**src/shared/sps_pkg.sv**
```systemverilog
package sps_pkg;
  // Timing
  localparam int CLK_PERIOD_PS = 5000;
  localparam int STRAP_SETTLE_NS = 1000;
  localparam int STRAP_SETTLE_CYC = (STRAP_SETTLE_NS * 1000 + CLK_PERIOD_PS - 1) / CLK_PERIOD_PS;
  localparam int STRAP_CNT_W = 8;

  // Slave address: fixed upper nibble, three low bits from straps
  localparam logic [3:0] SPS_ADDR_HI = 4'hB;
  localparam int SPS_ADDR_LO_W = 3;

  // Three-level strap codes
  localparam logic [1:0] SPS_LVL_LOW = 2'h0;
  localparam logic [1:0] SPS_LVL_OPEN = 2'h1;
  localparam logic [1:0] SPS_LVL_HIGH = 2'h2;

  // Byte framing
  localparam logic [3:0] SPS_BIT_LAST = 4'h7;
  localparam logic [3:0] SPS_BIT_ACK = 4'h8;
  localparam logic [1:0] SPS_IDX_ADDR_HI = 2'h0;
  localparam logic [1:0] SPS_IDX_ADDR_LO = 2'h1;
  localparam logic [1:0] SPS_IDX_DATA = 2'h2;

  // Synchronised input bit positions
  localparam int SPS_IN_SCL = 0;
  localparam int SPS_IN_SDA = 1;
  localparam int SPS_IN_STRAP_HI = 2;
  localparam int SPS_IN_STRAP_LO = 3;
  localparam int SPS_IN_SLEEP = 4;
  localparam int SPS_IN_N = 5;

  // Write FIFO
  localparam int SPS_FIFO_DEPTH = 8;
  localparam int SPS_REG_AW = 16;
  localparam int SPS_REG_DW = 8;

  typedef enum logic [2:0] {
    SPS_ST_IDLE,
    SPS_ST_DEV,
    SPS_ST_RX,
    SPS_ST_TX,
    SPS_ST_WAIT
  } sps_state_t;

  typedef enum logic [2:0] {
    SPS_PR_DOWN,
    SPS_PR_SAMPLE_DOWN,
    SPS_PR_UP,
    SPS_PR_SAMPLE_UP,
    SPS_PR_DONE
  } sps_probe_t;
endpackage

```
**src/core/sps_i2c_slave.sv**
```systemverilog
`timescale 1ns/1ps

module sps_fifo
#(
  parameter int WIDTH = 24,
  parameter int DEPTH = 8
)
(
  input wire logic clock,
  input wire logic rst_n,
  input wire logic in_valid,
  output logic in_ready,
  input wire logic [WIDTH-1:0] in_data,
  output logic out_valid,
  input wire logic out_ready,
  output logic [WIDTH-1:0] out_data
);
  localparam int PW = $clog2(DEPTH);

  logic [WIDTH-1:0] mem_reg [DEPTH];
  logic [PW-1:0] wr_ptr_reg;
  logic [PW-1:0] rd_ptr_reg;
  logic [PW:0] count_reg;
  logic push;
  logic pop;

  assign in_ready = (count_reg != (PW+1)'(DEPTH));
  assign out_valid = (count_reg != '0);
  assign out_data = mem_reg[rd_ptr_reg];
  assign push = in_valid && in_ready;
  assign pop = out_valid && out_ready;

  always_ff @(posedge clock)
  begin
    if (push)
    begin
      mem_reg[wr_ptr_reg] <= in_data;
    end
  end

  always_ff @(posedge clock)
  begin
    if (!rst_n)
    begin
      wr_ptr_reg <= '0;
      rd_ptr_reg <= '0;
      count_reg <= '0;
    end
    else
    begin
      if (push)
      begin
        wr_ptr_reg <= (wr_ptr_reg == PW'(DEPTH - 1)) ? '0 : wr_ptr_reg + 1'b1;
      end
      if (pop)
      begin
        rd_ptr_reg <= (rd_ptr_reg == PW'(DEPTH - 1)) ? '0 : rd_ptr_reg + 1'b1;
      end
      if (push && !pop)
      begin
        count_reg <= count_reg + 1'b1;
      end
      else if (pop && !push)
      begin
        count_reg <= count_reg - 1'b1;
      end
    end
  end
endmodule // sps_fifo

module sps_i2c_slave
  import sps_pkg::*;
#(
  parameter int FIFO_DEPTH = SPS_FIFO_DEPTH,
  parameter int STRAP_SETTLE = STRAP_SETTLE_CYC
)
(
  input wire logic clock,
  input wire logic rst_n,
  input wire logic scl_i,
  input wire logic sda_i,
  output logic sda_o,
  output logic sda_oe_n,
  input wire logic port_select_high_strap,
  input wire logic port_select_low_strap,
  output logic strap_pull_up,
  input wire logic chip_sleep_pin_n,
  output logic chip_asleep,
  output logic spi_select,
  output logic i2c_select,
  output logic [SPS_ADDR_LO_W-1:0] slave_addr_lo,
  output logic cfg_wr_valid,
  input wire logic cfg_wr_ready,
  output logic [SPS_REG_AW-1:0] cfg_wr_addr,
  output logic [SPS_REG_DW-1:0] cfg_wr_data,
  output logic [SPS_REG_AW-1:0] cfg_rd_addr,
  input wire logic [SPS_REG_DW-1:0] cfg_rd_data
);
  logic [SPS_IN_N-1:0] pins;
  logic [SPS_IN_N-1:0] s1_reg;
  logic [SPS_IN_N-1:0] s2_reg;
  logic [SPS_IN_N-1:0] s3_reg;
  logic [SPS_IN_N-1:0] filt_reg;
  logic [SPS_IN_N-1:0] filt_d_reg;

  sps_probe_t probe_reg;
  logic [STRAP_CNT_W-1:0] settle_reg;
  logic [1:0] down_read_reg;
  logic [1:0] lvl_hi_reg;
  logic [1:0] lvl_lo_reg;
  logic pull_up_reg;
  logic spi_reg;
  logic i2c_reg;
  logic [SPS_ADDR_LO_W-1:0] addr_lo_reg;
  logic sleep_reg;

  sps_state_t state_reg;
  logic [3:0] bit_reg;
  logic [1:0] idx_reg;
  logic [7:0] rx_reg;
  logic [7:0] tx_reg;
  logic rw_reg;
  logic acked_reg;
  logic mnack_reg;
  logic sda_oe_n_reg;
  logic [SPS_REG_AW-1:0] raddr_reg;
  logic skip_reg;

  logic scl_f;
  logic sda_f;
  logic scl_rise;
  logic scl_fall;
  logic start_cond;
  logic stop_cond;
  logic push_valid;
  logic push_ready;
  logic addr_match;

  assign pins = {chip_sleep_pin_n, port_select_low_strap, port_select_high_strap, sda_i, scl_i};

  // Three-stage synchroniser; a change is taken when stages two and three agree
  genvar gi;
  generate
    for (gi = 0; gi < SPS_IN_N; gi++)
    begin : g_sync
      always_ff @(posedge clock)
      begin
        if (!rst_n)
        begin
          s1_reg[gi] <= 1'b1;
          s2_reg[gi] <= 1'b1;
          s3_reg[gi] <= 1'b1;
          filt_reg[gi] <= 1'b1;
          filt_d_reg[gi] <= 1'b1;
        end
        else
        begin
          s1_reg[gi] <= pins[gi];
          s2_reg[gi] <= s1_reg[gi];
          s3_reg[gi] <= s2_reg[gi];
          if (s2_reg[gi] == s3_reg[gi])
          begin
            filt_reg[gi] <= s3_reg[gi];
          end
          filt_d_reg[gi] <= filt_reg[gi];
        end
      end
    end
  endgenerate

  assign scl_f = filt_reg[SPS_IN_SCL];
  assign sda_f = filt_reg[SPS_IN_SDA];
  // Edge sampling at 200 MHz leaves ample margin at 100 and 400 kHz
  assign scl_rise = scl_f && !filt_d_reg[SPS_IN_SCL];
  assign scl_fall = !scl_f && filt_d_reg[SPS_IN_SCL];
  assign start_cond = scl_f && filt_d_reg[SPS_IN_SCL] && !sda_f && filt_d_reg[SPS_IN_SDA];
  assign stop_cond = scl_f && filt_d_reg[SPS_IN_SCL] && sda_f && !filt_d_reg[SPS_IN_SDA];
  assign addr_match = i2c_reg && (rx_reg[7:1] == {SPS_ADDR_HI, addr_lo_reg});

  // Strap probe: read each pin with a weak pull down, then with a weak pull up
  always_ff @(posedge clock)
  begin
    if (!rst_n)
    begin
      probe_reg <= SPS_PR_DOWN;
      settle_reg <= '0;
      pull_up_reg <= 1'b0;
      down_read_reg <= 2'h0;
      lvl_hi_reg <= SPS_LVL_LOW;
      lvl_lo_reg <= SPS_LVL_LOW;
    end
    else
    begin
      case (probe_reg)
        SPS_PR_DOWN, SPS_PR_UP:
        begin
          settle_reg <= settle_reg + 1'b1;
          if (settle_reg == STRAP_CNT_W'(STRAP_SETTLE - 1))
          begin
            settle_reg <= '0;
            probe_reg <= (probe_reg == SPS_PR_DOWN) ? SPS_PR_SAMPLE_DOWN : SPS_PR_SAMPLE_UP;
          end
        end
        SPS_PR_SAMPLE_DOWN:
        begin
          down_read_reg <= {filt_reg[SPS_IN_STRAP_HI], filt_reg[SPS_IN_STRAP_LO]};
          pull_up_reg <= 1'b1;
          probe_reg <= SPS_PR_UP;
        end
        SPS_PR_SAMPLE_UP:
        begin
          // Pin follows the pull only when open
          lvl_hi_reg <= down_read_reg[1] ? SPS_LVL_HIGH :
            (filt_reg[SPS_IN_STRAP_HI] ? SPS_LVL_OPEN : SPS_LVL_LOW);
          lvl_lo_reg <= down_read_reg[0] ? SPS_LVL_HIGH :
            (filt_reg[SPS_IN_STRAP_LO] ? SPS_LVL_OPEN : SPS_LVL_LOW);
          pull_up_reg <= 1'b0;
          probe_reg <= SPS_PR_DONE;
        end
        SPS_PR_DONE:
        begin
          probe_reg <= SPS_PR_DONE;
        end
        default:
        begin
          probe_reg <= SPS_PR_DOWN;
        end
      endcase
    end
  end

  // Port selection and address low bits
  always_ff @(posedge clock)
  begin
    if (!rst_n)
    begin
      spi_reg <= 1'b0;
      i2c_reg <= 1'b0;
      addr_lo_reg <= '0;
    end
    else if (probe_reg == SPS_PR_DONE)
    begin
      spi_reg <= (lvl_hi_reg == SPS_LVL_HIGH) && (lvl_lo_reg == SPS_LVL_HIGH);
      i2c_reg <= !((lvl_hi_reg == SPS_LVL_HIGH) && (lvl_lo_reg == SPS_LVL_HIGH));
      addr_lo_reg <= {1'b0, lvl_hi_reg} * 3'h3 + {1'b0, lvl_lo_reg};
    end
  end

  // Sleep status is reported only; the port is never gated by it
  always_ff @(posedge clock)
  begin
    if (!rst_n)
    begin
      sleep_reg <= 1'b0;
    end
    else
    begin
      sleep_reg <= !filt_reg[SPS_IN_SLEEP];
    end
  end

  // Write data is queued toward the register file; a full queue nacks the byte
  assign push_valid = scl_fall && (state_reg == SPS_ST_RX) && (bit_reg == SPS_BIT_LAST)
    && (idx_reg == SPS_IDX_DATA);

  sps_fifo
  #(
    .WIDTH(SPS_REG_AW + SPS_REG_DW),
    .DEPTH(FIFO_DEPTH)
  )
  u_fifo
  (
    .clock(clock),
    .rst_n(rst_n),
    .in_valid(push_valid),
    .in_ready(push_ready),
    .in_data({raddr_reg, rx_reg}),
    .out_valid(cfg_wr_valid),
    .out_ready(cfg_wr_ready),
    .out_data({cfg_wr_addr, cfg_wr_data})
  );

  // Byte receive shift register, MSB first
  always_ff @(posedge clock)
  begin
    if (!rst_n)
    begin
      rx_reg <= 8'h00;
      mnack_reg <= 1'b0;
    end
    else if (scl_rise)
    begin
      if (bit_reg < SPS_BIT_ACK)
      begin
        rx_reg <= {rx_reg[6:0], sda_f};
      end
      else if (state_reg == SPS_ST_TX)
      begin
        mnack_reg <= sda_f;
      end
    end
  end

  // Transfer sequencer; data line only changes after a falling clock
  always_ff @(posedge clock)
  begin
    if (!rst_n)
    begin
      state_reg <= SPS_ST_IDLE;
      bit_reg <= 4'h0;
      idx_reg <= SPS_IDX_ADDR_HI;
      rw_reg <= 1'b0;
      acked_reg <= 1'b0;
      tx_reg <= 8'h00;
      sda_oe_n_reg <= 1'b1;
      raddr_reg <= '0;
      skip_reg <= 1'b0;
    end
    else if (start_cond)
    begin
      state_reg <= SPS_ST_DEV;
      bit_reg <= 4'h0;
      sda_oe_n_reg <= 1'b1;
      // The clock fall that closes the start carries no data bit
      skip_reg <= 1'b1;
    end
    else if (stop_cond)
    begin
      state_reg <= SPS_ST_IDLE;
      bit_reg <= 4'h0;
      sda_oe_n_reg <= 1'b1;
      skip_reg <= 1'b0;
    end
    else if (scl_fall && skip_reg)
    begin
      skip_reg <= 1'b0;
    end
    else if (scl_fall && (state_reg != SPS_ST_IDLE) && (state_reg != SPS_ST_WAIT))
    begin
      if (bit_reg < SPS_BIT_LAST)
      begin
        bit_reg <= bit_reg + 1'b1;
        if (state_reg == SPS_ST_TX)
        begin
          sda_oe_n_reg <= tx_reg[6 - bit_reg[2:0]];
        end
      end
      else if (bit_reg == SPS_BIT_LAST)
      begin
        bit_reg <= SPS_BIT_ACK;
        case (state_reg)
          SPS_ST_DEV:
          begin
            acked_reg <= addr_match;
            rw_reg <= rx_reg[0];
            sda_oe_n_reg <= !addr_match;
          end
          SPS_ST_RX:
          begin
            acked_reg <= (idx_reg != SPS_IDX_DATA) || push_ready;
            sda_oe_n_reg <= !((idx_reg != SPS_IDX_DATA) || push_ready);
          end
          default:
          begin
            sda_oe_n_reg <= 1'b1;
          end
        endcase
      end
      else
      begin
        bit_reg <= 4'h0;
        sda_oe_n_reg <= 1'b1;
        case (state_reg)
          SPS_ST_DEV:
          begin
            if (!acked_reg)
            begin
              state_reg <= SPS_ST_WAIT;
            end
            else if (rw_reg)
            begin
              state_reg <= SPS_ST_TX;
              tx_reg <= cfg_rd_data;
              sda_oe_n_reg <= cfg_rd_data[7];
              raddr_reg <= raddr_reg + 1'b1;
            end
            else
            begin
              state_reg <= SPS_ST_RX;
              idx_reg <= SPS_IDX_ADDR_HI;
            end
          end
          SPS_ST_RX:
          begin
            if (!acked_reg)
            begin
              state_reg <= SPS_ST_WAIT;
            end
            else
            begin
              case (idx_reg)
                SPS_IDX_ADDR_HI:
                begin
                  raddr_reg[15:8] <= rx_reg;
                  idx_reg <= SPS_IDX_ADDR_LO;
                end
                SPS_IDX_ADDR_LO:
                begin
                  raddr_reg[7:0] <= rx_reg;
                  idx_reg <= SPS_IDX_DATA;
                end
                default:
                begin
                  raddr_reg <= raddr_reg + 1'b1;
                end
              endcase
            end
          end
          SPS_ST_TX:
          begin
            if (mnack_reg)
            begin
              state_reg <= SPS_ST_WAIT;
            end
            else
            begin
              tx_reg <= cfg_rd_data;
              sda_oe_n_reg <= cfg_rd_data[7];
              raddr_reg <= raddr_reg + 1'b1;
            end
          end
          default:
          begin
            state_reg <= SPS_ST_WAIT;
          end
        endcase
      end
    end
  end

  // Open-drain data: only ever pulled low; the clock line has no driver here
  always_ff @(posedge clock)
  begin
    if (!rst_n)
    begin
      sda_o <= 1'b0;
    end
    else
    begin
      sda_o <= 1'b0;
    end
  end

  assign sda_oe_n = sda_oe_n_reg;
  assign strap_pull_up = pull_up_reg;
  assign chip_asleep = sleep_reg;
  assign spi_select = spi_reg;
  assign i2c_select = i2c_reg;
  assign slave_addr_lo = addr_lo_reg;
  assign cfg_rd_addr = raddr_reg;
endmodule // sps_i2c_slave

```
**config.mk**
```make
export PLATFORM = sky130hd
export DESIGN_NAME = sps_i2c_slave
export DESIGN_NICKNAME = d
export VERILOG_FILES = /design/src/shared/sps_pkg.sv /design/src/core/sps_i2c_slave.sv
export SDC_FILE = /design/constraint.sdc
export NUM_CORES = 1
export LEC_CHECK = 0
export BUFFER_PORTS_ARGS = -buffer_cell sky130_fd_sc_hd__buf_4
export CAP_MARGIN = 10
export CORE_ASPECT_RATIO = 1.5
export CORE_MARGIN = 2
export CORE_UTILIZATION = 50
export DETAILED_ROUTE_END_ITERATION = 16
export PLACE_DENSITY = 0.73
export SLEW_MARGIN = 5
export SYNTH_ARGS = -nofsm -noshare
export SYNTH_HDL_FRONTEND = slang
export SYNTH_HIERARCHICAL = 1
export SYNTH_SLANG_ARGS = --single-unit
```
**constraint.sdc**
```tcl
create_clock -name clock -period 3.7 [get_ports clock]
set_input_delay 0.37 -clock clock [delete_from_list [all_inputs] [get_ports clock]]
set_output_delay 0.37 -clock clock [all_outputs]
set_load 0.05 [all_outputs]
```
==> summary.md, run 1 <==
| Metric | Value |
|---|---|
| Status | `finished, final reports clean` |
| Drt drc | `0` |
| Top post-synthesis cells by area | `edfxtp_1, dfxtp_1, mux4_2` |
| Grt ovf | `0` |
| Syn Nets | `869` |
| Routed WL | `24,000 microns` |
| Layout cell share with drive strength beyond 1 | `24.6%` |
| Area growth syn-to-layout | `14.8%` |
| Post-CTS Hold Buffers | `0` |
| Die W | `132 microns` |
| Clock sink total | `297` |
| Most frequent CP cell | `ha_1` |
| Post-synth EDFFs | `192` |
| Hpwl dp | `15,000 microns` |
| Top_reg_cell synth | `edfxtp_1` |
| FP Rows | `70` |
| Total Power | `6.27 mW` |
| Clock buffer depth | `3` |
| Gpl congestion | `0.814` |
| Leak | `4.52 nW` |
| Top cell type's share of synthesized area | `47.3%` |
| Hold Path Class | `in2reg` |
| Worst Path Required | `4.15 ns` |
| Fmax | `0.314 GHz` |
| Max reg flops | `192` |
| Largest net degree at the start of global routing | `55` |
| # setup viols final | `0` |
| Nature of the critical path endpoint | `register` |
| Inserted Clock Buffers | `26` |
| DRT iter0 DRCs | `348` |
| Tcrit/Tclk final | `86.0%` |
| Vias per Instance | `5.65` |
| Warning count from the yosys run | `6` |
| Top delay family on crit path | `simple AND/OR/NAND/NOR gates` |
| Crit-path max cell delay | `0.57 ns` |
| Number of global-route vias before repair | `7,057` |
| Syn_area_per_cell | `14.6 sq um` |
| Post-CTS Resized | `0` |
| Pins Over Slew Limit | `0` |
| Gr usage total | `18.5%` |
| Tmin final | `3.18 ns` |
| CP startpoint kind | `register` |
| First-pass GRT wire length | `37,800 microns` |
| Worst-path fanout max | `14` |
| CTS tree | `built` |
| Number of distinct library cells after synthesis | `74` |
| Max Cap Violations | `0` |
| Antenna viol nets, final | `0` |
| Drt pass-1 iters | `4` |
| Vias | `7,110` |
| Power Density | `448 nW/um^2` |
| TNS Setup | `0 ns` |
| Slowest cell on crit path | `or3b_2` |
| Depth of the worst hold-timing path | `2` |
| Cells after Synth | `838` |
| Synth area leader | `edfxtp_1` |
| Initial antenna violation count | `0` |
| Initial core utilization | `50.5%` |
| Yosys reg bits | `297` |
| Number of setup buffers added after CTS | `0` |
| Final hold vios | `0` |
| Max_slew headroom | `29.5%` |
| Layout Skew | `0.0153 ns` |
| Slew at the pin closest to its max-slew limit | `1.05 ns` |
| WP data arrival | `3.64 ns` |
| Clock slew at the register clock pins of the worst setup and hold paths | `0.07 ns` |
| Unrepaired setup endpoints after global routing | `false` |
| Critical path depth in cells | `11` |
| Most frequent cells in the layout | `edfxtp_1, dfxtp_1, buf_4, nor2_1, nand2_1` |
| Cell area after synthesis | `12,200 sq um` |
| Post-synthesis async set-or-reset flop share | `0%` |
| Peak supply drop | `0.345 mV` |
| I/O pin cnt | `66` |
| Die H | `195 microns` |
| Commonest non-fill, non-tap cell in the layout | `edfxtp_1` |
| Crit Path Class | `reg2reg` |
| Buffers on Ports | `64` |
| Cell breakdown of the critical path | `or3b_2, nor3_1, nand2_2, inv_2, ha_1, inv_1, ha_1, a21oi_1, a211oi_1, a31oi_1, mux2i_1` |
| H-tree Lvls | `1` |
| Seq/Total Area, Yosys | `64.5%` |
| Core area | `24,200 sq um` |
| Root buf cell | `clkbuf_16` |
| Reg2reg path depth | `11` |
| Clk Latency, worst-skew pair | `0.53 ns` |
| Die area | `25,700 sq um` |
| WP buf/inv | `2` |
| Final nets | `946` |
| Antenna cells | `0` |
| Average wire per standard cell | `19.0 microns` |
[final timing paths]
kind,slack (ns),startpoint,endpoint
setup / recovery,0.52,state_reg[1],u_fifo/count_reg[3]
hold / removal,0.02,port_select_low_strap,s1_reg[3]
setup reg to reg,0.52,state_reg[1],u_fifo/count_reg[3]
hold reg to reg,0.40,s1_reg[1],s2_reg[1]
[power breakdown]
group / total [mW] / switching [mW] / internal [mW]
clock: 2.73 / 1.16 / 1.57
sequential: 3.50 / 0.00589 / 3.49
combinational: 0.0501 / 0.0287 / 0.0213
[per-layer routing]
layer / vias to the layer above / part of all wire (%) / track usage, % / routed length [microns]
met3: 36 / 4.0 / 2.44 / 966
met2: 168 / 54 / 34.5 / 12800
met4: 0 / 2.6 / 6.24 / 617
met5: - / 0 / 0 / 0
li1: 3369 / - / - / -
met1: 3537 / 40 / 21.9 / 9550
[cells by family after synthesis]
logic type	after synthesis	synth area share, %
xor+xnor	15	1.08
mux	100	14.0
flops	297	64.5
simple gates	241	10.2
buf+inv	48	1.99
compound gates	121	6.58
fa+ha+maj	15	1.66
other cells	1	0.0307
[per-stage QoR]
step                worst slack (ns)  hold slack [ns]  instance area [sq um]  utilization, %  cells
finish                         0.518           0.0217                  14000            57.9   1259
global route                   0.285          0.00575                  14000            57.9   1259
CTS                            0.539          0.00507                  14000            57.9   1259
detailed placement             0.586            0.393                  13100            54.3   1211
global placement               0.734            0.395                  13100            54.3   1211
floorplan                      0.126            0.386                  12200               -    838
[cell type report]
class / instances / area, sq um
Multi-Input combinational cell: 493 / 4130
Tap cell: 324 / 405
Clock inverter: 12 / 123
Inverter: 8 / 30.0
Sequential cell: 297 / 7870
Clock buffer: 36 / 751
Timing Repair Buffer: 89 / 681
Fill cell: 1915 / 10200
[synthesized netlist by cell type, types with 6 or more instances]
master	instances
nand4_1	6
mux2_4	12
o311ai_0	8
inv_1	7
nand2_1	54
edfxtp_1	192
o21ai_0	23
ha_1	13
a21oi_1	35
or3_1	6
nand2b_1	25
a31oi_1	11
nor2_1	66
mux4_2	50
buf_2	8
xnor2_1	11
a21boi_1	6
mux2_2	12
mux2i_1	26
nor3b_1	6
nor2b_1	10
dfxtp_1	105
nor3_1	12
nand3_1	16
clkbuf_1	22
(Power assumes the default switching activity.)
==> run 2, diff against run 1 <==
- SYNTH_HIERARCHICAL: 1 -> default
==> summary.md, run 2 <==
| Metric | Value |
|---|---|
| Fin cells | `1,246 (-1.0%)` |
| Post-synthesis async set-or-reset flop share | `0% (unchanged)` |
| Number of setup buffers added after CTS | `0 (unchanged)` |
| DRT iter0 DRCs | `398 (+14%)` |
| I/O pin cnt | `66 (unchanged)` |
| Number of distinct library cells after synthesis | `64 (-14%)` |
| Core area | `23,700 sq um (-2.1%)` |
| Crit Path Class | `reg2reg` |
| Top post-synthesis cells by area | `edfxtp_1, dfxtp_1, mux4_2` |
| Cells after Synth | `836 (-0.24%)` |
| Final hold vios | `0 (unchanged)` |
| Drt drc | `0 (unchanged)` |
| Nature of the critical path endpoint | `register` |
| Routed WL | `22,700 microns (-5.1%)` |
| Fmax | `0.336 GHz (+6.8%)` |
| Antenna viol nets, final | `0 (unchanged)` |
| Top cell type's share of synthesized area | `47.9% (+0.60 points)` |
| Antenna cells | `0 (unchanged)` |
| Layout Skew | `0.00697 ns (-0.00831 ns)` |
| Cell area after synthesis | `12,000 sq um (-1.3%)` |
| Slowest cell on crit path | `dfxtp_1` |
| Unrepaired setup endpoints after global routing | `false` |
| Top delay family on crit path | `simple AND/OR/NAND/NOR gates` |
| Post-synth EDFFs | `192 (unchanged)` |
| Inserted Clock Buffers | `26 (unchanged)` |
| Hold Path Class | `in2reg` |
| Worst hold slack | `0.0224 ns (+0.000716 ns)` |
| Initial core utilization | `50.9% (+0.45 points)` |
| Tcrit/Tclk final | `80.5% (-5.5 points)` |
| Met1 Usage GRT | `22.3% (+0.41 points)` |
| Tmin final | `2.98 ns (-0.203 ns)` |
| Leak | `4.61 nW (+1.9%)` |
| Drt pass-1 iters | `4 (unchanged)` |
| Final nets | `938 (-0.85%)` |
| Worst Path Required | `4.15 ns (about the same)` |
| Vias per Instance | `5.58 (-1.3%)` |
| Met2 Track Usage GR | `32.3% (-2.2 points)` |
| Max Cap Violations | `0 (unchanged)` |
| Gpl congestion | `0.829 (+1.9%)` |
| Seq/Total Area, Yosys | `65.3% (+0.82 points)` |
| Post-CTS Hold Buffers | `0 (unchanged)` |
| Die W | `131 microns (-0.61%)` |
| Worst-path fanout max | `13 (-1)` |
| Max reg flops | `192 (unchanged)` |
| Post-CTS Resized | `0 (unchanged)` |
| Gr usage total | `18.0% (-0.52 points)` |
| Syn_area_per_cell | `14.4 sq um (-1.0%)` |
| Vias | `6,948 (-2.3%)` |
| Clk Latency, worst-skew pair | `0.53 ns (about the same)` |
| Cell breakdown of the critical path | `nor3b_2, nand4b_1, nor3_2, buf_4, ha_1, inv_1, ha_1, a21o_1, a21oi_1, xnor2_1, or3_1, a21oi_1` |
| Synth area leader | `edfxtp_1` |
| Global routing usage on met3 | `1.90% (-0.54 points)` |
| Number of global-route vias before repair | `6,860 (-2.8%)` |
| Die H | `194 microns (-0.62%)` |
| Status | `finished, final reports clean` |
| WP buf/inv | `2 (unchanged)` |
| Grt ovf | `0 (unchanged)` |
| Clock buffer depth | `3 (unchanged)` |
| WP data arrival | `3.43 ns (-0.21 ns)` |
| Slew at the pin closest to its max-slew limit | `1.15 ns (+0.101 ns)` |
| Die area | `25,400 sq um (-1.2%)` |
| Clock slew at the register clock pins of the worst setup and hold paths | `0.06 ns (about the same)` |
| First-pass GRT wire length | `35,800 microns (-5.2%)` |
| Buffers on Ports | `64 (unchanged)` |
| Initial antenna violation count | `0 (unchanged)` |
| FP Rows | `69 (-1.4%)` |
| Average wire per standard cell | `18.3 microns (-4.1%)` |
| Commonest non-fill, non-tap cell in the layout | `edfxtp_1` |
| Peak supply drop | `0.336 mV (-2.7%)` |
| Area growth syn-to-layout | `14.8% (about the same)` |
| Most frequent cells in the layout | `edfxtp_1, dfxtp_1, buf_4, nor2_1, nand2_1` |
| Most used routing layer | `met2` |
| Yosys reg bits | `297 (unchanged)` |
| Power Density | `463 nW/um^2 (+3.3%)` |
| Most frequent cells after synthesis | `edfxtp_1, dfxtp_1, nor2_1` |
| H-tree Lvls | `1 (unchanged)` |
| Root buf cell | `clkbuf_16` |
| # setup viols final | `0 (unchanged)` |
| Largest net degree at the start of global routing | `64 (+16%)` |
| TNS Setup | `0 ns (unchanged)` |
| Count leader, synth | `edfxtp_1` |
| Top_reg_cell synth | `edfxtp_1` |
| Syn Nets | `867 (-0.23%)` |
| Max_slew headroom | `23.0% (-6.5 points)` |
| CP startpoint kind | `register` |
| Layout cell share with drive strength beyond 1 | `23.3% (-1.3 points)` |
| Pins Over Slew Limit | `0 (unchanged)` |
| Warning count from the yosys run | `0 (-6)` |
| CTS tree | `built` |
| Clock sink total | `297 (unchanged)` |
| Crit-path max cell delay | `0.60 ns (+0.03 ns)` |
| Hpwl dp | `13,900 microns (-7.5%)` |
| Placed Cells | `1,197 (-1.2%)` |
[run 2: final timing paths]
check / slack (ns) / depth (start not counted) / end / startpoint
worst max-delay path: 0.72 / 12 / u_fifo.count_reg[3] / state_reg[1]
worst min-delay path: 0.02 / 2 / s1_reg[1] / sda_i
worst max register to register: 0.72 / 12 / u_fifo.count_reg[3] / state_reg[1]
worst min register to register: 0.41 / 1 / s2_reg[1] / s1_reg[1]
[run 2: logic make-up after synthesis]
family                     after synthesis  synth area share [%]
xor gates and xnor gates                17                  1.24
AOI/OAI and AO/OA                      105                  5.25
adders and majority gates               15                  1.68
other                                    1                0.0311
muxes                                  103                  14.0
and+or+nand+nor                        257                  11.0
buffers and inverters                   41                  1.45
DFF                                    297                  65.3
[run 2: through the flow]
step           instance area, sq um  setup slack [ns]  utilization (%)  total power [mW]
2_1_floorplan                 12000             0.127                -              3.62
3_3_place_gp                  12900             0.791             54.6              3.65
3_5_place_dp                  12900             0.680             54.6              3.65
4_1_cts                       13800             0.661             58.4              6.45
5_1_grt                       13800             0.454             58.4              6.58
6_report                      13800             0.720             58.4              6.40
[run 2: per-layer routing]
layer  vias to the layer above  part of all wire, %
met5                         -                    0
li1                       3311                    -
met3                        51                  4.0
met1                      3417                   40
met2                       169                   53
met4                         0                  2.9
[run 2: report_power, final]
group / internal (mW) / total [mW] / switching (mW)
sequential: 3.50 / 3.51 / 0.0122
clock: 1.67 / 2.83 / 1.15
combinational: 0.0235 / 0.0616 / 0.0381
[run 2: area by class of cell]
class	instances	area [sq um]
Multi-Input combinational cell	498	4020
Clock buffer	34	732
Clock inverter	14	173
Tap cell	319	399
Sequential cell	297	7870
Timing Repair Buffer	79	603
Inverter	5	18.8
Fill cell	1874	9830
==> run 3, diff against run 2 <==
- PLACE_DENSITY: 0.73 -> 0.7
- clock period: 3.7 -> 2.89 ns (I/O delays scaled with it)
==> summary.md, run 3 (same netlist as run 2, synthesis figures left out) <==
| Metric | Value |
|---|---|
| Status | `finished, final reports clean` |
| Grt ovf | `0 (unchanged)` |
| Area growth syn-to-layout | `17.2%` |
| DRT iter0 DRCs | `387 (-2.8%)` |
| Multi-input logic area | `4060 sq um (+1.0%)` |
| Depth of the worst hold-timing path | `3 (+1)` |
| Nature of the critical path endpoint | `register` |
| Final nets | `963 (+2.7%)` |
| Fillers | `1,936 (+3.3%)` |
| Switching pwr | `1.57 mW (+30%)` |
| Cell breakdown of the critical path | `nor3b_4, nand4b_1, nor3_4, ha_1, inv_1, ha_1, a21o_1, a21oi_1, xnor2_1, or3_1, a21oi_1` |
| Unrepaired setup endpoints after global routing | `false` |
| RR Startpoint | `state_reg[2]` |
| Root buf cell | `clkbuf_16` |
| Worst Path Required | `3.36 ns (-0.79 ns)` |
| Drt pass-1 iters | `4 (unchanged)` |
| Vias | `7,053 (+1.5%)` |
| Slowest cell on crit path | `dfxtp_1` |
| Worst-path fanout max | `6 (-7)` |
| Logic pwr share | `1.2% (+0.2 points)` |
| Max reg flops | `192 (unchanged)` |
| Routed WL | `23,400 microns (+2.9%)` |
| H-tree Lvls | `1 (unchanged)` |
| Slew at the pin closest to its max-slew limit | `0.658 ns (-0.496 ns)` |
| CTS tree | `built` |
| Gr usage total | `18.8% (+0.88 points)` |
| Net Sw Frac | `19.1% (+0.32 points)` |
| Hold Path Class | `in2reg` |
| Pins Over Slew Limit | `0 (unchanged)` |
| Peak supply drop | `0.498 mV (+48%)` |
| Clock power share | `44.0% (-0.2 points)` |
| Initial antenna violation count | `0 (unchanged)` |
| Gpl congestion | `0.820 (-1.1%)` |
| Fin cells | `1,272 (+2.1%)` |
| Die W | `131 microns (unchanged)` |
| Leak | `4.72 nW (+2.4%)` |
| Drt drc | `0 (unchanged)` |
| Critical path depth in cells | `11 (-1)` |
| Initial core utilization | `50.9% (unchanged)` |
| Antenna cells | `0 (unchanged)` |
| Max_slew headroom | `55.8% (+33 points)` |
| Register area | `7870 sq um (unchanged)` |
| Top delay family on crit path | `simple AND/OR/NAND/NOR gates` |
| Sequential Power Share | `54.9% (about the same)` |
| Reg2reg path depth | `11 (-1)` |
| Fmax | `0.375 GHz (+12%)` |
| Total Power | `8.20 mW (+28%)` |
| Int Pwr | `6.63 mW (+28%)` |
| Tmin final | `2.67 ns (-0.314 ns)` |
| Antenna viol nets, final | `0 (unchanged)` |
| Die H | `194 microns (unchanged)` |
| Max Cap Violations | `0 (unchanged)` |
| Buffers on Ports | `64 (unchanged)` |
| Final core occ | `59.6% (+1.2 points)` |
| I/O pin cnt | `66 (unchanged)` |
| FF-to-FF setup slack | `0.22 ns (-0.50 ns)` |
| Hpwl dp | `14,200 microns (+1.8%)` |
| Reg2Reg Capture Point | `u_fifo.count_reg[3]` |
| Commonest non-fill, non-tap cell in the layout | `edfxtp_1` |
| Core area | `23,700 sq um (unchanged)` |
| # setup viols final | `0 (unchanged)` |
| Clock slew at the register clock pins of the worst setup and hold paths | `0.06 ns (about the same)` |
| Power Density | `581 nW/um^2 (+25%)` |
| Layout Skew | `0.0168 ns (+0.00983 ns)` |
| Largest net degree at the start of global routing | `49 (-23%)` |
| Layout cell share with drive strength beyond 1 | `24.1% (+0.83 points)` |
| Worst hold start | `cfg_wr_ready` |
| CP startpoint kind | `register` |
| Crit Path Class | `reg2reg` |
| Placed Cells | `1,208 (+0.92%)` |
| Average wire per standard cell | `18.4 microns (+0.78%)` |
| WP data arrival | `3.13 ns (-0.30 ns)` |
| Clk Latency, worst-skew pair | `0.54 ns (about the same)` |
| Number of global-route vias before repair | `7,137 (+4.0%)` |
| Final hold vios | `0 (unchanged)` |
| TNS Setup | `0 ns (unchanged)` |
| Tcrit/Tclk final | `92.3% (+12 points)` |
| FP Rows | `69 (unchanged)` |
| Vias per Instance | `5.54 (-0.56%)` |
| Post-Place Worst Slack | `0.155 ns (-0.525 ns)` |
| Final setup margin | `0.224 ns (-0.496 ns)` |
| Die area | `25,400 sq um (unchanged)` |
| Crit-path max cell delay | `0.41 ns (-0.19 ns)` |
| Most frequent cells in the layout | `edfxtp_1, dfxtp_1, buf_4, nor2_1, nand2_1` |
| WP buf/inv | `1 (-1)` |
| Inserted Clock Buffers | `27 (+3.8%)` |
| Clock buffer depth | `3 (unchanged)` |
| First-pass GRT wire length | `37,500 microns (+4.8%)` |
| Clock sink total | `297 (unchanged)` |
## run 3: cell types whose count changed in the layout (fill, tap and decap cells not counted), sizes merged
cell | previous run | this run
clkbuf | 34 | 33
clkinvlp | 2 | 1
buf | 79 | 90
clkinv | 7 | 11
dlygate4sd3 | 0 | 13
## run 3: what timing repair did
| item | CTS | global route |
|---|---|---|
| setup endpoints to repair | 0 | 1 |
| setup buffers | 0 | 1 |
| hold buffers | 13 | 0 |
| resized for setup | 0 | 5 |
| hold endpoints to repair | 13 | 0 |
## run 3: worst min-delay path, delay by kind of cell
| kind | cells | cell delay (ns) |
|---|---|---|
| compound gates | 1 | 0.07 |
| simple gates | 1 | 0.06 |
| buf+inv | 1 | 0.12 |
## run 3: final cells by class
class | instances | share of cell area [%]
clock buffer | 33 | 5.02
clock inverter | 17 | 1.36
inverter | 5 | 0.133
multi-input combinational | 498 | 28.8
sequential | 297 | 55.8
tap | 319 | 2.83
timing repair buffer | 103 | 6.07
## run 3: metrics by stage
step                hold slack [ns]  cell area, sq um
global placement              0.387             13000
finish                       0.0619             14100
CTS                          0.0444             14100
global route                 0.0676             14100
detailed placement            0.392             13000
floorplan                     0.386             12100
## run 3: power groups by stage
stage / clock network, mW / logic [mW] / registers, mW
after floorplan: 0 / 0.0421 / 4.60
after global placement: 0 / 0.0830 / 4.59
after detailed placement: 0 / 0.0842 / 4.59
after CTS: 3.68 / 0.0983 / 4.50
after global routing: 3.85 / 0.107 / 4.50
final: 3.61 / 0.0969 / 4.50
## run 3: routing by layer
layer  part of all wire (%)  global-route usage, %
met4                    2.1                   5.59
met5                      0                      0
met2                     54                   33.5
met1                     40                   23.7
met3                    3.8                   2.57
## run 3: how the worst max path moves through the flow
stage	startpoint	endpoint	slack [ns]
2_1_floorplan	state_reg[1]	u_fifo.mem_reg[7][0]	-0.04
3_3_place_gp	u_fifo.count_reg[0]	u_fifo.count_reg[3]	0.25
3_5_place_dp	bit_reg[1]	u_fifo.count_reg[3]	0.15
4_1_cts	bit_reg[1]	u_fifo.count_reg[3]	0.14
5_1_grt	state_reg[2]	u_fifo.count_reg[3]	0.03
6_report	state_reg[2]	u_fifo.count_reg[3]	0.22
